File: src/sca_pkg.sv
package sca_pkg;
  // core clock, 200 MHz
  localparam int CLK_PERIOD_PS = 5000;
  // link clock period used to place the 90 degree capture point
  localparam int LINK_PERIOD_NS = 80;
  localparam int TX_QUARTER_CYCLES = (LINK_PERIOD_NS * 1000 / 4) / CLK_PERIOD_PS;

  // character framing
  localparam int CHAR_BITS = 10;
  localparam int HALF_BITS = 5;
  localparam logic [3:0] CHAR_LAST_IDX = 4'h9;
  localparam logic [3:0] SECOND_HALF_IDX = 4'h5;
  localparam logic [3:0] FIRST_LAST_IDX = 4'h4;
  // comma prefix 0011111, lsb holds the first bit on the wire
  localparam logic [6:0] COMMA_PREFIX = 7'h7C;
  // bit index of the seventh comma bit inside its character
  localparam logic [3:0] COMMA_LAST_IDX = 4'h6;

  // frequency lock after power-up
  localparam int LOCK_TIME_US = 500;
  localparam int LOCK_CYCLES = (LOCK_TIME_US * 1000 * 1000) / CLK_PERIOD_PS;

  // bit sync: regain within the documented maximum
  localparam int BIT_SYNC_MAX_BITS = 2500;
  localparam int RESYNC_BITS = 20;
  localparam int LINK_GAP_NS = 400;
  localparam int LINK_GAP_CYCLES = (LINK_GAP_NS * 1000) / CLK_PERIOD_PS;

  // typical latencies, kept for reference; the bench does not use them
  localparam int TX_LATENCY_NS = 4;
  localparam int RX_LATENCY_NS = 16;

  // reset and phase values of the recovered clock pair
  localparam logic [1:0] PAIR_RESET = 2'h1;
  localparam logic [1:0] PAIR_FIRST = 2'h2;
  localparam logic [1:0] PAIR_SECOND = 2'h1;

  // receive output stage, gray along idle -> first -> second
  typedef enum logic [1:0] {
    OUT_IDLE = 2'h0,
    OUT_FIRST = 2'h1,
    OUT_SECOND = 2'h3
  } sca_out_state_t;

  // transmit capture, idle -> first or second -> idle; gray only between idle and first
  typedef enum logic [1:0] {
    TX_IDLE = 2'h0,
    TX_FIRST = 2'h1,
    TX_SECOND = 2'h3
  } sca_tx_state_t;
endpackage

File: src/sca_tx_serializer.sv
`timescale 1ns/1ps
module sca_tx_serializer (
  input wire logic clk, // core clock
  input wire logic rst, // async reset, high
  input wire logic load, // one-cycle pulse, half captured
  input wire logic [4:0] half, // captured half-character
  output logic serialBit, // serial line level
  output logic bitStrobe // high while serialBit holds a bit
);
  logic [4:0] shiftReg;
  logic [2:0] bitsLeft;
  logic [4:0] next_shiftReg;
  logic [2:0] next_bitsLeft;
  logic next_serialBit;
  logic next_bitStrobe;

  // start on load right away to keep latency to one cycle
  always_comb begin
    next_shiftReg = shiftReg;
    next_bitsLeft = bitsLeft;
    next_serialBit = serialBit;
    next_bitStrobe = 1'b0;
    if (load) begin
      next_serialBit = half[0]; // see [RQ13]
      next_shiftReg = {1'b0, half[4:1]};
      next_bitsLeft = 3'(sca_pkg::HALF_BITS - 1);
      next_bitStrobe = 1'b1; // see [RQ12]
    end else if (bitsLeft != 3'h0) begin
      next_serialBit = shiftReg[0]; // see [RQ13]
      next_shiftReg = {1'b0, shiftReg[4:1]};
      next_bitsLeft = bitsLeft - 3'h1;
      next_bitStrobe = 1'b1;
    end
  end

  always_ff @(posedge clk or posedge rst) begin
    if (rst) begin
      shiftReg <= 5'h0;
      bitsLeft <= 3'h0;
      serialBit <= 1'b0;
      bitStrobe <= 1'b0;
    end else begin
      shiftReg <= next_shiftReg;
      bitsLeft <= next_bitsLeft;
      serialBit <= next_serialBit;
      bitStrobe <= next_bitStrobe;
    end
  end
endmodule // sca_tx_serializer

File: src/sca_serdes_align.sv
`timescale 1ns/1ps
// Contract
// [RQ1] rebuild 10-bit characters from serial bits
// [RQ2] detect comma prefix 0011111 as marker
// [RQ3] comma first bit lands on bit zero
// [RQ4] stretch byte clock, never sliver it
// [RQ5] realigned before second ordered set after comma
// [RQ6] second comma rises with clock phase one
// [RQ7] far end never sends back-to-back commas
// [RQ8] character leaves as two 5-bit halves
// [RQ9] each channel owns its own clock pair
// [RQ10] far end drives one shared transmit clock
// [RQ11] capture transmit halves 90 degrees shifted
// [RQ12] transmit latency about five bit times
// [RQ13] transmit bit zero leaves the serializer first
// [RQ14] first received bit appears on bit zero
// [RQ15] hold outputs invalid until frequency lock
// [RQ16] regain bit sync within 2500 bits
// [RQ17] receive latency about twenty bit times
// [RQ18] far end captures on either clock scheme
// [RQ19] far end puts first half at rising edge
// [RQ20] clock pair runs 180 degrees apart
// [RQ21] data before first comma is unaligned
module sca_serdes_align #(
  parameter int LOCK_CYCLES = sca_pkg::LOCK_CYCLES // lock wait, shorten in simulation
) (
  input wire logic clk, // core clock, 200 MHz
  input wire logic rst, // async reset, high
  input wire logic rxBitClk, // recovered bit clock, pin
  input wire logic rxBitIn, // recovered serial data, pin
  input wire logic sharedTransmitByteClock, // transmit byte clock, pin
  input wire logic [4:0] txHalfIn, // transmit half-character, pin
  output logic [4:0] rxHalf, // recovered half-character
  output logic [1:0] recoveredByteClockPair, // recovered byte clocks
  output logic rxAligned, // comma seen, boundary valid
  output logic rxLocked, // frequency lock reached
  output logic rxBitSync, // bit clock present and settled
  output logic txSerial, // serial transmit bit
  output logic txSerialStrobe // serial bit valid
);
  // pin synchronisers; first stage feeds only the second
  logic [1:0] bitClkSync;
  logic [1:0] bitDatSync;
  logic [1:0] txClkSync;
  logic [4:0] txDatMeta;
  logic [4:0] txDat;
  logic bitClkPrev;
  logic txClkPrev;

  always_ff @(posedge clk or posedge rst) begin
    if (rst) begin
      bitClkSync <= 2'h0;
      bitDatSync <= 2'h0;
      txClkSync <= 2'h0;
      txDatMeta <= 5'h0;
      txDat <= 5'h0;
      bitClkPrev <= 1'b0;
      txClkPrev <= 1'b0;
    end else begin
      bitClkSync <= {bitClkSync[0], rxBitClk};
      bitDatSync <= {bitDatSync[0], rxBitIn};
      txClkSync <= {txClkSync[0], sharedTransmitByteClock};
      txDatMeta <= txHalfIn;
      txDat <= txDatMeta;
      bitClkPrev <= bitClkSync[1];
      txClkPrev <= txClkSync[1];
    end
  end

  logic bitTick;
  logic txRise;
  logic txFall;
  assign bitTick = bitClkSync[1] & ~bitClkPrev;
  assign txRise = txClkSync[1] & ~txClkPrev;
  assign txFall = ~txClkSync[1] & txClkPrev;

  // frequency lock timer after reset
  logic [16:0] lockCnt;
  logic [16:0] next_lockCnt;
  logic next_rxLocked;

  always_comb begin
    next_lockCnt = lockCnt;
    next_rxLocked = rxLocked;
    if (!rxLocked) begin
      if (lockCnt == 17'(LOCK_CYCLES - 1)) begin
        next_rxLocked = 1'b1; // see [RQ15]
      end else begin
        next_lockCnt = lockCnt + 17'h1;
      end
    end
  end

  always_ff @(posedge clk or posedge rst) begin
    if (rst) begin
      lockCnt <= 17'h0;
      rxLocked <= 1'b0;
    end else begin
      lockCnt <= next_lockCnt;
      rxLocked <= next_rxLocked;
    end
  end

  // bit sync monitor: a stalled bit clock means a phase jump or loss
  logic [6:0] gapCnt;
  logic [4:0] syncBits;
  logic [6:0] next_gapCnt;
  logic [4:0] next_syncBits;
  logic next_rxBitSync;
  logic linkLost;

  always_comb begin
    next_gapCnt = gapCnt;
    next_syncBits = syncBits;
    next_rxBitSync = rxBitSync;
    linkLost = gapCnt == 7'(sca_pkg::LINK_GAP_CYCLES);
    if (bitTick) begin
      next_gapCnt = 7'h0;
    end else if (!linkLost) begin
      next_gapCnt = gapCnt + 7'h1;
    end
    if (linkLost) begin
      next_rxBitSync = 1'b0;
      next_syncBits = 5'h0;
    end else if (bitTick && !rxBitSync) begin
      // resync well inside the maximum bit count
      if (syncBits == 5'(sca_pkg::RESYNC_BITS - 1)) begin
        next_rxBitSync = 1'b1; // see [RQ16]
      end else begin
        next_syncBits = syncBits + 5'h1;
      end
    end
  end

  always_ff @(posedge clk or posedge rst) begin
    if (rst) begin
      gapCnt <= 7'h0;
      syncBits <= 5'h0;
      rxBitSync <= 1'b0;
    end else begin
      gapCnt <= next_gapCnt;
      syncBits <= next_syncBits;
      rxBitSync <= next_rxBitSync;
    end
  end

  // character assembly and comma search
  logic [9:0] shiftReg;
  logic [3:0] bitIdx;
  logic [9:0] next_shiftReg;
  logic [3:0] next_bitIdx;
  logic next_rxAligned;
  logic [3:0] idxInc;
  logic commaSeen;
  logic charDone;
  logic realign;

  always_comb begin
    next_shiftReg = shiftReg;
    next_bitIdx = bitIdx;
    next_rxAligned = rxAligned;
    idxInc = (bitIdx == sca_pkg::CHAR_LAST_IDX) ? 4'h0 : bitIdx + 4'h1;
    commaSeen = 1'b0;
    charDone = 1'b0;
    realign = 1'b0;
    if (bitTick) begin
      // newest bit at the top, so bit zero is the oldest
      next_shiftReg = {bitDatSync[1], shiftReg[9:1]}; // see [RQ1] [RQ14]
      commaSeen = next_shiftReg[9:3] == sca_pkg::COMMA_PREFIX; // see [RQ2]
      if (commaSeen) begin
        next_bitIdx = sca_pkg::COMMA_LAST_IDX; // see [RQ3]
        realign = idxInc != sca_pkg::COMMA_LAST_IDX;
        next_rxAligned = 1'b1;
      end else begin
        next_bitIdx = idxInc;
      end
      charDone = next_bitIdx == sca_pkg::CHAR_LAST_IDX; // see [RQ1]
    end
    if (!rxBitSync) begin
      next_rxAligned = 1'b0; // see [RQ21]
    end
  end

  always_ff @(posedge clk or posedge rst) begin
    if (rst) begin
      shiftReg <= 10'h0;
      bitIdx <= 4'h0;
      rxAligned <= 1'b0;
    end else begin
      shiftReg <= next_shiftReg;
      bitIdx <= next_bitIdx;
      rxAligned <= next_rxAligned;
    end
  end

  // output stage; clocks hold while idle, which is the stretch
  sca_pkg::sca_out_state_t outState;
  sca_pkg::sca_out_state_t next_outState;
  logic [3:0] outPhase;
  logic [9:0] charBuf;
  logic [9:0] pendBuf;
  logic charPending;
  logic [3:0] next_outPhase;
  logic [9:0] next_charBuf;
  logic [9:0] next_pendBuf;
  logic next_charPending;
  logic [4:0] next_rxHalf;
  logic [1:0] next_pair;
  logic atBoundary;
  logic start;

  always_comb begin
    next_outState = outState;
    next_outPhase = outPhase;
    next_charBuf = charBuf;
    next_pendBuf = pendBuf;
    next_charPending = charPending;
    next_rxHalf = rxHalf;
    next_pair = recoveredByteClockPair;
    atBoundary = outState == sca_pkg::OUT_IDLE || outPhase == sca_pkg::CHAR_LAST_IDX;
    // a realign drops the misframed waiting character
    start = bitTick && rxLocked && atBoundary && (charDone || (charPending && !realign)); // see [RQ5] [RQ17]
    if (realign) begin
      next_charPending = 1'b0; // see [RQ4]
    end
    if (start) begin
      next_charBuf = charDone ? next_shiftReg : pendBuf;
      next_rxHalf = charDone ? next_shiftReg[4:0] : pendBuf[4:0]; // see [RQ8] [RQ6]
      next_pair = sca_pkg::PAIR_FIRST; // see [RQ20] [RQ9]
      next_outState = sca_pkg::OUT_FIRST;
      next_outPhase = 4'h0;
      next_charPending = 1'b0;
    end else begin
      if (charDone) begin
        next_pendBuf = next_shiftReg;
        next_charPending = 1'b1;
      end
      if (bitTick && outState != sca_pkg::OUT_IDLE) begin
        if (outPhase == sca_pkg::CHAR_LAST_IDX) begin
          // hold the pair as is: clock stretched, no short pulse
          next_outState = sca_pkg::OUT_IDLE; // see [RQ4]
        end else begin
          next_outPhase = outPhase + 4'h1;
          if (outPhase == sca_pkg::FIRST_LAST_IDX) begin
            next_rxHalf = charBuf[9:5]; // see [RQ8]
            next_pair = sca_pkg::PAIR_SECOND; // see [RQ20]
            next_outState = sca_pkg::OUT_SECOND;
          end
        end
      end
    end
    case (outState)
      sca_pkg::OUT_IDLE, sca_pkg::OUT_FIRST, sca_pkg::OUT_SECOND: begin
      end
      default: begin
        next_outState = sca_pkg::OUT_IDLE;
      end
    endcase
    if (!rxLocked) begin
      next_rxHalf = 5'h0; // see [RQ15]
    end
  end

  always_ff @(posedge clk or posedge rst) begin
    if (rst) begin
      outState <= sca_pkg::OUT_IDLE;
      outPhase <= 4'h0;
      charBuf <= 10'h0;
      pendBuf <= 10'h0;
      charPending <= 1'b0;
      rxHalf <= 5'h0;
      recoveredByteClockPair <= sca_pkg::PAIR_RESET;
    end else begin
      outState <= next_outState;
      outPhase <= next_outPhase;
      charBuf <= next_charBuf;
      pendBuf <= next_pendBuf;
      charPending <= next_charPending;
      rxHalf <= next_rxHalf;
      recoveredByteClockPair <= next_pair;
    end
  end

  // transmit capture at a quarter period after each byte clock edge
  sca_pkg::sca_tx_state_t txState;
  sca_pkg::sca_tx_state_t next_txState;
  logic [2:0] qCnt;
  logic [2:0] next_qCnt;
  logic txLoad;
  logic next_txLoad;
  logic [4:0] txHalfCap;
  logic [4:0] next_txHalfCap;

  always_comb begin
    next_txState = txState;
    next_qCnt = qCnt;
    next_txLoad = 1'b0;
    next_txHalfCap = txHalfCap;
    case (txState)
      sca_pkg::TX_IDLE: begin
        next_qCnt = 3'h0;
        if (txRise) begin
          next_txState = sca_pkg::TX_FIRST; // see [RQ19]
        end else if (txFall) begin
          next_txState = sca_pkg::TX_SECOND;
        end
      end
      sca_pkg::TX_FIRST, sca_pkg::TX_SECOND: begin
        if (qCnt == 3'(sca_pkg::TX_QUARTER_CYCLES - 1)) begin
          next_txHalfCap = txDat; // see [RQ11]
          next_txLoad = 1'b1;
          next_txState = sca_pkg::TX_IDLE;
        end else begin
          next_qCnt = qCnt + 3'h1;
        end
      end
      default: begin
        next_txState = sca_pkg::TX_IDLE;
      end
    endcase
  end

  always_ff @(posedge clk or posedge rst) begin
    if (rst) begin
      txState <= sca_pkg::TX_IDLE;
      qCnt <= 3'h0;
      txLoad <= 1'b0;
      txHalfCap <= 5'h0;
    end else begin
      txState <= next_txState;
      qCnt <= next_qCnt;
      txLoad <= next_txLoad;
      txHalfCap <= next_txHalfCap;
    end
  end

  // halves go out in capture order, first half first
  sca_tx_serializer txSer (
    .clk(clk),
    .rst(rst),
    .load(txLoad),
    .half(txHalfCap),
    .serialBit(txSerial),
    .bitStrobe(txSerialStrobe)
  );
endmodule // sca_serdes_align

File: config.mk
export PLATFORM = sky130hd
export DESIGN_NAME = sca_serdes_align
export DESIGN_NICKNAME = d
export VERILOG_FILES = /design/src/sca_pkg.sv /design/src/sca_tx_serializer.sv /design/src/sca_serdes_align.sv
export SDC_FILE = /design/constraint.sdc
export NUM_CORES = 1
export LEC_CHECK = 0
export BUFFER_PORTS_ARGS = -buffer_cell sky130_fd_sc_hd__buf_2
export CORE_MARGIN = 1.5
export CORE_UTILIZATION = 46
export CTS_CLUSTER_DIAMETER = 60
export DETAILED_ROUTE_END_ITERATION = 8
export PLACE_DENSITY_LB_ADDON = 0.25
export SYNTH_ARGS = -nofsm -noshare
export SYNTH_HDL_FRONTEND = slang
export SYNTH_SLANG_ARGS = --single-unit
export TNS_END_PERCENT = 1
File: constraint.sdc
create_clock -name clk -period 6.8 [get_ports clk]
set_input_delay 1.36 -clock clk [delete_from_list [all_inputs] [get_ports clk]]
set_output_delay 1.36 -clock clk [all_outputs]
set_load 0.05 [all_outputs]
=== Yosys cells after proc, flatten, opt, wreduce, memory -nomap -nowiden ===
Cells that the tools add are included.

* Bits of input ports: 10
* Output and inout bits: 12
* Word-level logic and storage cells: 164
* Bits in registers: 119

* Bitwise gates (word level): 8
* Muxes and demuxes: 58
* Equality and inequality tests: 27
* Reductions and logical operators: 34
* Add/sub/neg operators: 7

{| class="wikitable"
|+ Operator list
! operator !! number
|-
| $mux 5 || 11
|-
| $mux 2 || 12
|-
| $mux 4 || 6
|-
| $mux 1 || 20
|-
| $mux 10 || 2
|-
| $reduce_and 2->1 || 9
|-
| $add 17x1->17 const B || 1
|-
| $eq 17x17->1 const B || 1
|-
| $eq 7x7->1 const B || 2
|-
| $mux 7 || 2
|-
| $reduce_bool 2->1 || 7
|-
| $eq 4x4->1 const B || 3
|-
| $ne 2x2->1 const B || 5
|-
| $mux 3 || 3
|-
| $ne 3x3->1 const B || 3
|-
| $add 4x1->4 const B || 2
|-
| $add 7x1->7 const B || 1
|-
| $logic_and 1x1->1 || 6
|-
| $ne 3x1->1 const B || 2
|-
| $pmux 3 s2 || 1
|-
| $reduce_and 3->1 || 2
|-
| $reduce_bool 3->1 || 2
|-
| $add 5x1->5 const B || 1
|-
| $eq 5x5->1 const B || 1
|-
| 17 further kinds || 29
|}

=== Depth between registers and ports, before layout ===
* Depth after elaboration: 11
* Mapped depth: 9
* Gate-level depth less buffers: 7

=== Hierarchy ===
From an unflattened synthesis, not the netlist that was laid out.

* Cell total of the unflattened synthesis: 421
* Area total of the unflattened synthesis: 4873.4 sq um

{| class="wikitable"
|+ By module, submodules not included
! module !! cells each !! seq. area each (sq um) !! instances !! area an instance (sq um)
|-
| sca_serdes_align || 381 || 2578.7 || 1 || 4431.8
|-
| sca_tx_serializer || 40 || 225.2 || 1 || 441.7
|}

=== Worst setup path before layout ===
Ideal clock, no wire load.

* Path kind: register to register
* From: reg lockCnt[6]
* To: reg lockCnt[1]
* Cell stages (with the launch flop): 6
* Path buffers: 0
* Path slack: 4.761 ns
* Data arrival time: 1.914 ns
* Path through: dfrtp_1 -> or4b_4 -> nor4_4 -> nand4_1 -> and2_4 -> mux2_4

* Cells in the longest elaborated chain, start to end: 3

{| class="wikitable"
|+ Ends and longest elaborated chain
! what !! RTL line !! text
|-
| start: declaration || sca_serdes_align.sv:78 || <nowiki>logic [16:0] lockCnt;</nowiki>
|-
| start signal: assignment || sca_serdes_align.sv:99 || <nowiki>lockCnt <= next_lockCnt;</nowiki>
|-
| $eq 17x17->1 || sca_serdes_align.sv:86 || <nowiki>if (lockCnt == 17'(LOCK_CYCLES - 1)) begin</nowiki>
|-
| $not 1->1 (no line) || n/a ||
|-
| $reduce_and 2->1 (no line) || n/a ||
|}

No other way between the ends.
A chain may end at the register's enable or synchronous reset.

=== Final worst setup path ===
* From: reg bitClkPrev
* To: reg rxHalf[1]

* Cells in the longest elaborated chain, start to end: 9
* Elaborated cells between the ends (all ways): 19
* Those cells by class: 3 x eq/ne; 6 x mux; 2 x bitwise; 8 x reduce/logical

{| class="wikitable"
|+ Ends and longest elaborated chain
! what !! RTL line !! text
|-
| start: declaration || sca_serdes_align.sv:47 || <nowiki>logic bitClkPrev;</nowiki>
|-
| start signal: assignment || sca_serdes_align.sv:65 || <nowiki>bitClkPrev <= bitClkSync[1];</nowiki>
|-
| $not 1->1 * || sca_serdes_align.sv:73 || <nowiki>assign bitTick = bitClkSync[1] & ~bitClkPrev;</nowiki>
|-
| $and 1x1->1 * || sca_serdes_align.sv:73 ||
|-
| $mux 1 || sca_serdes_align.sv:166 || <nowiki>if (bitTick) begin</nowiki>
|-
| $logic_not 1->1 || sca_serdes_align.sv:222 || <nowiki>start = bitTick && rxLocked && atBoundary && (charDone || (charPending && !realign));</nowiki>
|-
| $logic_and 1x1->1 || sca_serdes_align.sv:222 ||
|-
| $logic_or 1x1->1 || sca_serdes_align.sv:222 ||
|-
| $logic_and 1x1->1 || sca_serdes_align.sv:222 ||
|-
| $ne 3x1->1 (no line), or another cell as far along || n/a ||
|-
| $reduce_and 3->1 (no line) / $mux 5 (equally long branches) || n/a ||
|-
| end signal: assignment || sca_serdes_align.sv:279 || <nowiki>rxHalf <= next_rxHalf;</nowiki>
|-
| end: declaration || sca_serdes_align.sv:33 || <nowiki>output logic [4:0] rxHalf,</nowiki>
|}

Mark *: on every way between the ends. The rest lies on a longest branch, timed or not.

==> impl_metrics.json <==
{
  "r2r_slack_ns": 4.06,
  "period_minus_slack_ns": 2.74,
  "cp.arrival_ns": 2.98,
  "yosysTopAreaCellShare": 0.575,
  "via_per_inst": 5.18,
  "synth_seq_cells": 112,
  "hold_slack_ns": 0.349,
  "cp_max_fo": 21,
  "crit_required_ns": 7.04,
  "ys.warnings.count": 0,
  "first_pass_iters": 4,
  "tritoncts": "built",
  "fin_worst_skew_ns": 0.0127,
  "setup_viol_count_final": 0,
  "crit_buf_inv": 0,
  "fin_crit_sh": 0.402,
  "drt_first_iter_violations": 162,
  "yosys.area.top_type": "dfrtp_1",
  "cts_buffers": 9,
  "crit_slowest_cell": "nor3_1",
  "cts_root_buffer": "clkbuf_8",
  "total_power_mw": 1.66,
  "start_util": 0.470,
  "rr_worst_depth": 5,
  "coreArea_um2": 10300,
  "nNetsFinal": 467,
  "antenna_found_initial": 0,
  "r2r-start": "bitClkPrev",
  "grt_max_degree": 86,
  "htreeDepth": 3,
  "clkLatencyLatePin_ns": 0.37,
  "worst_slack_ns": 4.06,
  "critPathTopFamily": "simple AND/OR/NAND/NOR gates",
  "ys_async_sr_fraction": 1.00,
  "synthFlopType": "dfrtp_1",
  "worstMarginPinSlew_ns": 1.26,
  "wl_um": 8160,
  "fmax_mhz": 366,
  "die_w_um": 105,
  "cts.sinks": 112,
  "power_density_nw_per_um2": 315,
  "place.detailed.hpwl_um": 5440,
  "synthToLayoutAreaGrowth_pct": 9.22,
  "reg2reg_to": "rxHalf[1]",
  "final.fill_count": 926,
  "seq_area_frac_synth": 0.580,
  "die_y_um": 105,
  "antenna_left": 0,
  "drc": 0,
  "use_met2": 0.260,
  "use_met1": 0.207,
  "run_status": "completed",
  "port_buffers": 21,
  "min_to": "txDat[1]",
  "grt_pass1_wl_um": 14000,
  "grt.busiest_layer": "met2",
  "synth_nets": 446,
  "p_leak_nw": 2.48,
  "synth_cells": 424,
  "synth_edf_count": 0,
  "maxSlewHeadroom": 0.155,
  "grt_usage": 0.161,
  "die_area_um2": 11100,
  "via_count": 3036,
  "fp-row-count": 37,
  "cp-end-kind": "flop",
  "hold_viol": 0,
  "grt_setup_unrepaired": "false",
  "placedInstanceArea_um2": 5050,
  "setup_tns_ns": 0,
  "ir_drop_mv": 0.201,
  "crit_chain": "nand2b_1, nor3_1, nor2b_1, a221oi_1, a311oi_1",
  "synthTopCellsByArea": "dfrtp_1, nand2_1, ha_1, mux2_2, xnor2_1",
  "finalInstanceArea_um2": 5280,
  "grt_overflow": 0,
  "ios": 22,
  "ys_types": 55,
  "place_ws_ns": 3.99,
  "finalMaxSlewViolations": 0,
  "cts_resized": 0,
  "crit_type": "reg -> reg",
  "grt_pass1_vias": 2992,
  "whs_path_depth": 0,
  "num_antenna_cells": 0,
  "clk_pin_slew_ns": 0.11,
  "synthesis.area_um2": 4830,
  "crit_path_start_kind": "flop",
  "hp-start": "txDatMeta[1]",
  "syn_area_per_cell_um2": 11.4,
  "cpPeakStageDelay_ns": 1.16,
  "grt_use_met3": 0.0396,
  "drive_gt1_frac": 0.147,
  "place_congestion": 0.754,
  "holdBufCountCts": 0,
  "clockBufferDepth": 2,
  "post-cts-setup-buffers": 0,
  "min_path_type": "reg -> reg",
  "drv_cap": 0,
  "avgRoutedWirePerCell_um": 13.9
}
## area by class of cell
class,count,area (um2),share of cell area
clock inverter,5,85.1,0.0161
clock buffer,11,141,0.0268
timing repair buffer,23,120,0.0228
sequential,112,2800,0.531
multi-input combinational,275,1860,0.353
tap,136,170,0.0322
inverter,24,92.6,0.0175
## per-stage QoR
step	util	cells
detailed placement	0.491	570
finish	0.514	586
CTS	0.514	586
floorplan	-	424
global route	0.514	586
global placement	0.491	570
## sequential cells by signal, summed over array words and instances, names as in the netlist, 2 cells and up
register / count
rxHalf: 5
bitIdx: 4
gapCnt: 7
txDatMeta: 5
outState: 2
syncBits: 5
outPhase: 4
bitDatSync: 2
bitClkSync: 2
charBuf: 5
txDat: 5
shiftReg: 9
txSer.shiftReg: 4
txClkSync: 2
txState: 2
txSer.bitsLeft: 3
txHalfCap: 5
recoveredByteClockPair: 2
pendBuf: 10
lockCnt: 17
qCnt: 3
## metal layers
metal | wire [um] | vias to the layer above
li1 | - | 1494
met1 | 3880 | 1487
met2 | 3890 | 42
met5 | 0 | -
met3 | 248 | 13
met4 | 133 | 0
## cells by family (layout without fill, tap and decap cells)
group                    after synthesis  after routing  share of synthesized area
adder cells (fa/ha/maj)               12             12                     0.0311
AND/OR/NAND/NOR                      151            151                      0.162
AO/OA/AOI/OAI                         62             62                     0.0917
multiplexers                          23             23                     0.0520
flip-flops                           112            112                      0.580
buffers and inverters                 37             63                     0.0339
XOR/XNOR                              27             27                     0.0489
## power breakdown
part | switching (mW) | total, mW | internal (mW)
combinational | 0.182 | 0.332 | 0.150
clock | 0.219 | 0.439 | 0.221
sequential | 0.102 | 0.893 | 0.791
## layout by cell type, fill, tap and decap left out, types with 5 or more instances in the layout
cell,n
a21oi_1,8
a221oi_1,5
a2bb2oi_1,5
and3_1,6
buf_2,21
clkbuf_8,10
dfrtp_1,111
ha_1,12
inv_1,23
mux2_2,13
mux2i_1,9
nand2_1,58
nand3_1,13
nand4_1,5
nor2_1,29
nor2b_1,8
nor3_1,8
o21ai_0,14
o22ai_1,5
xnor2_1,14
xor2_1,13
## cells in the mapped netlist, types with 2 or more instances
library cell,n
dfrtp_1,111
nand2_1,58
nor2_1,29
inv_1,24
o21ai_0,14
xnor2_1,14
mux2_2,13
nand3_1,13
xor2_1,13
ha_1,12
mux2i_1,9
a21oi_1,8
clkbuf_1,8
nor2b_1,8
nor3_1,8
and3_1,6
a221oi_1,5
a2bb2oi_1,5
nand4_1,5
o22ai_1,5
a211oi_1,4
nand2b_1,4
o31ai_1,4
a22oi_1,3
a311oi_1,3
buf_6,3
nor4b_1,3
a31oi_1,2
and2_4,2
buf_2,2
nor4_4,2
## how the worst max path moves through the flow
stage,from,cells past startpoint,end,slack [ns]
after floorplan,rst,1,bitClkPrev,2.48
after global placement,rst,3,charBuf[8],4.01
after detailed placement,rst,3,lockCnt[10],3.99
after CTS,bitClkPrev,5,pendBuf[1],4.08
after global routing,bitClkPrev,5,pendBuf[5],3.85
final,bitClkPrev,5,rxHalf[1],4.06
## worst reg2reg max path, delay by kind of cell, from the launching register on
family | cells | cell delay, ns
DFF | 1 | 0.39
and+or+nand+nor | 3 | 1.84
AOI/OAI and AO/OA | 2 | 0.38
(Power assumes the default switching activity.)
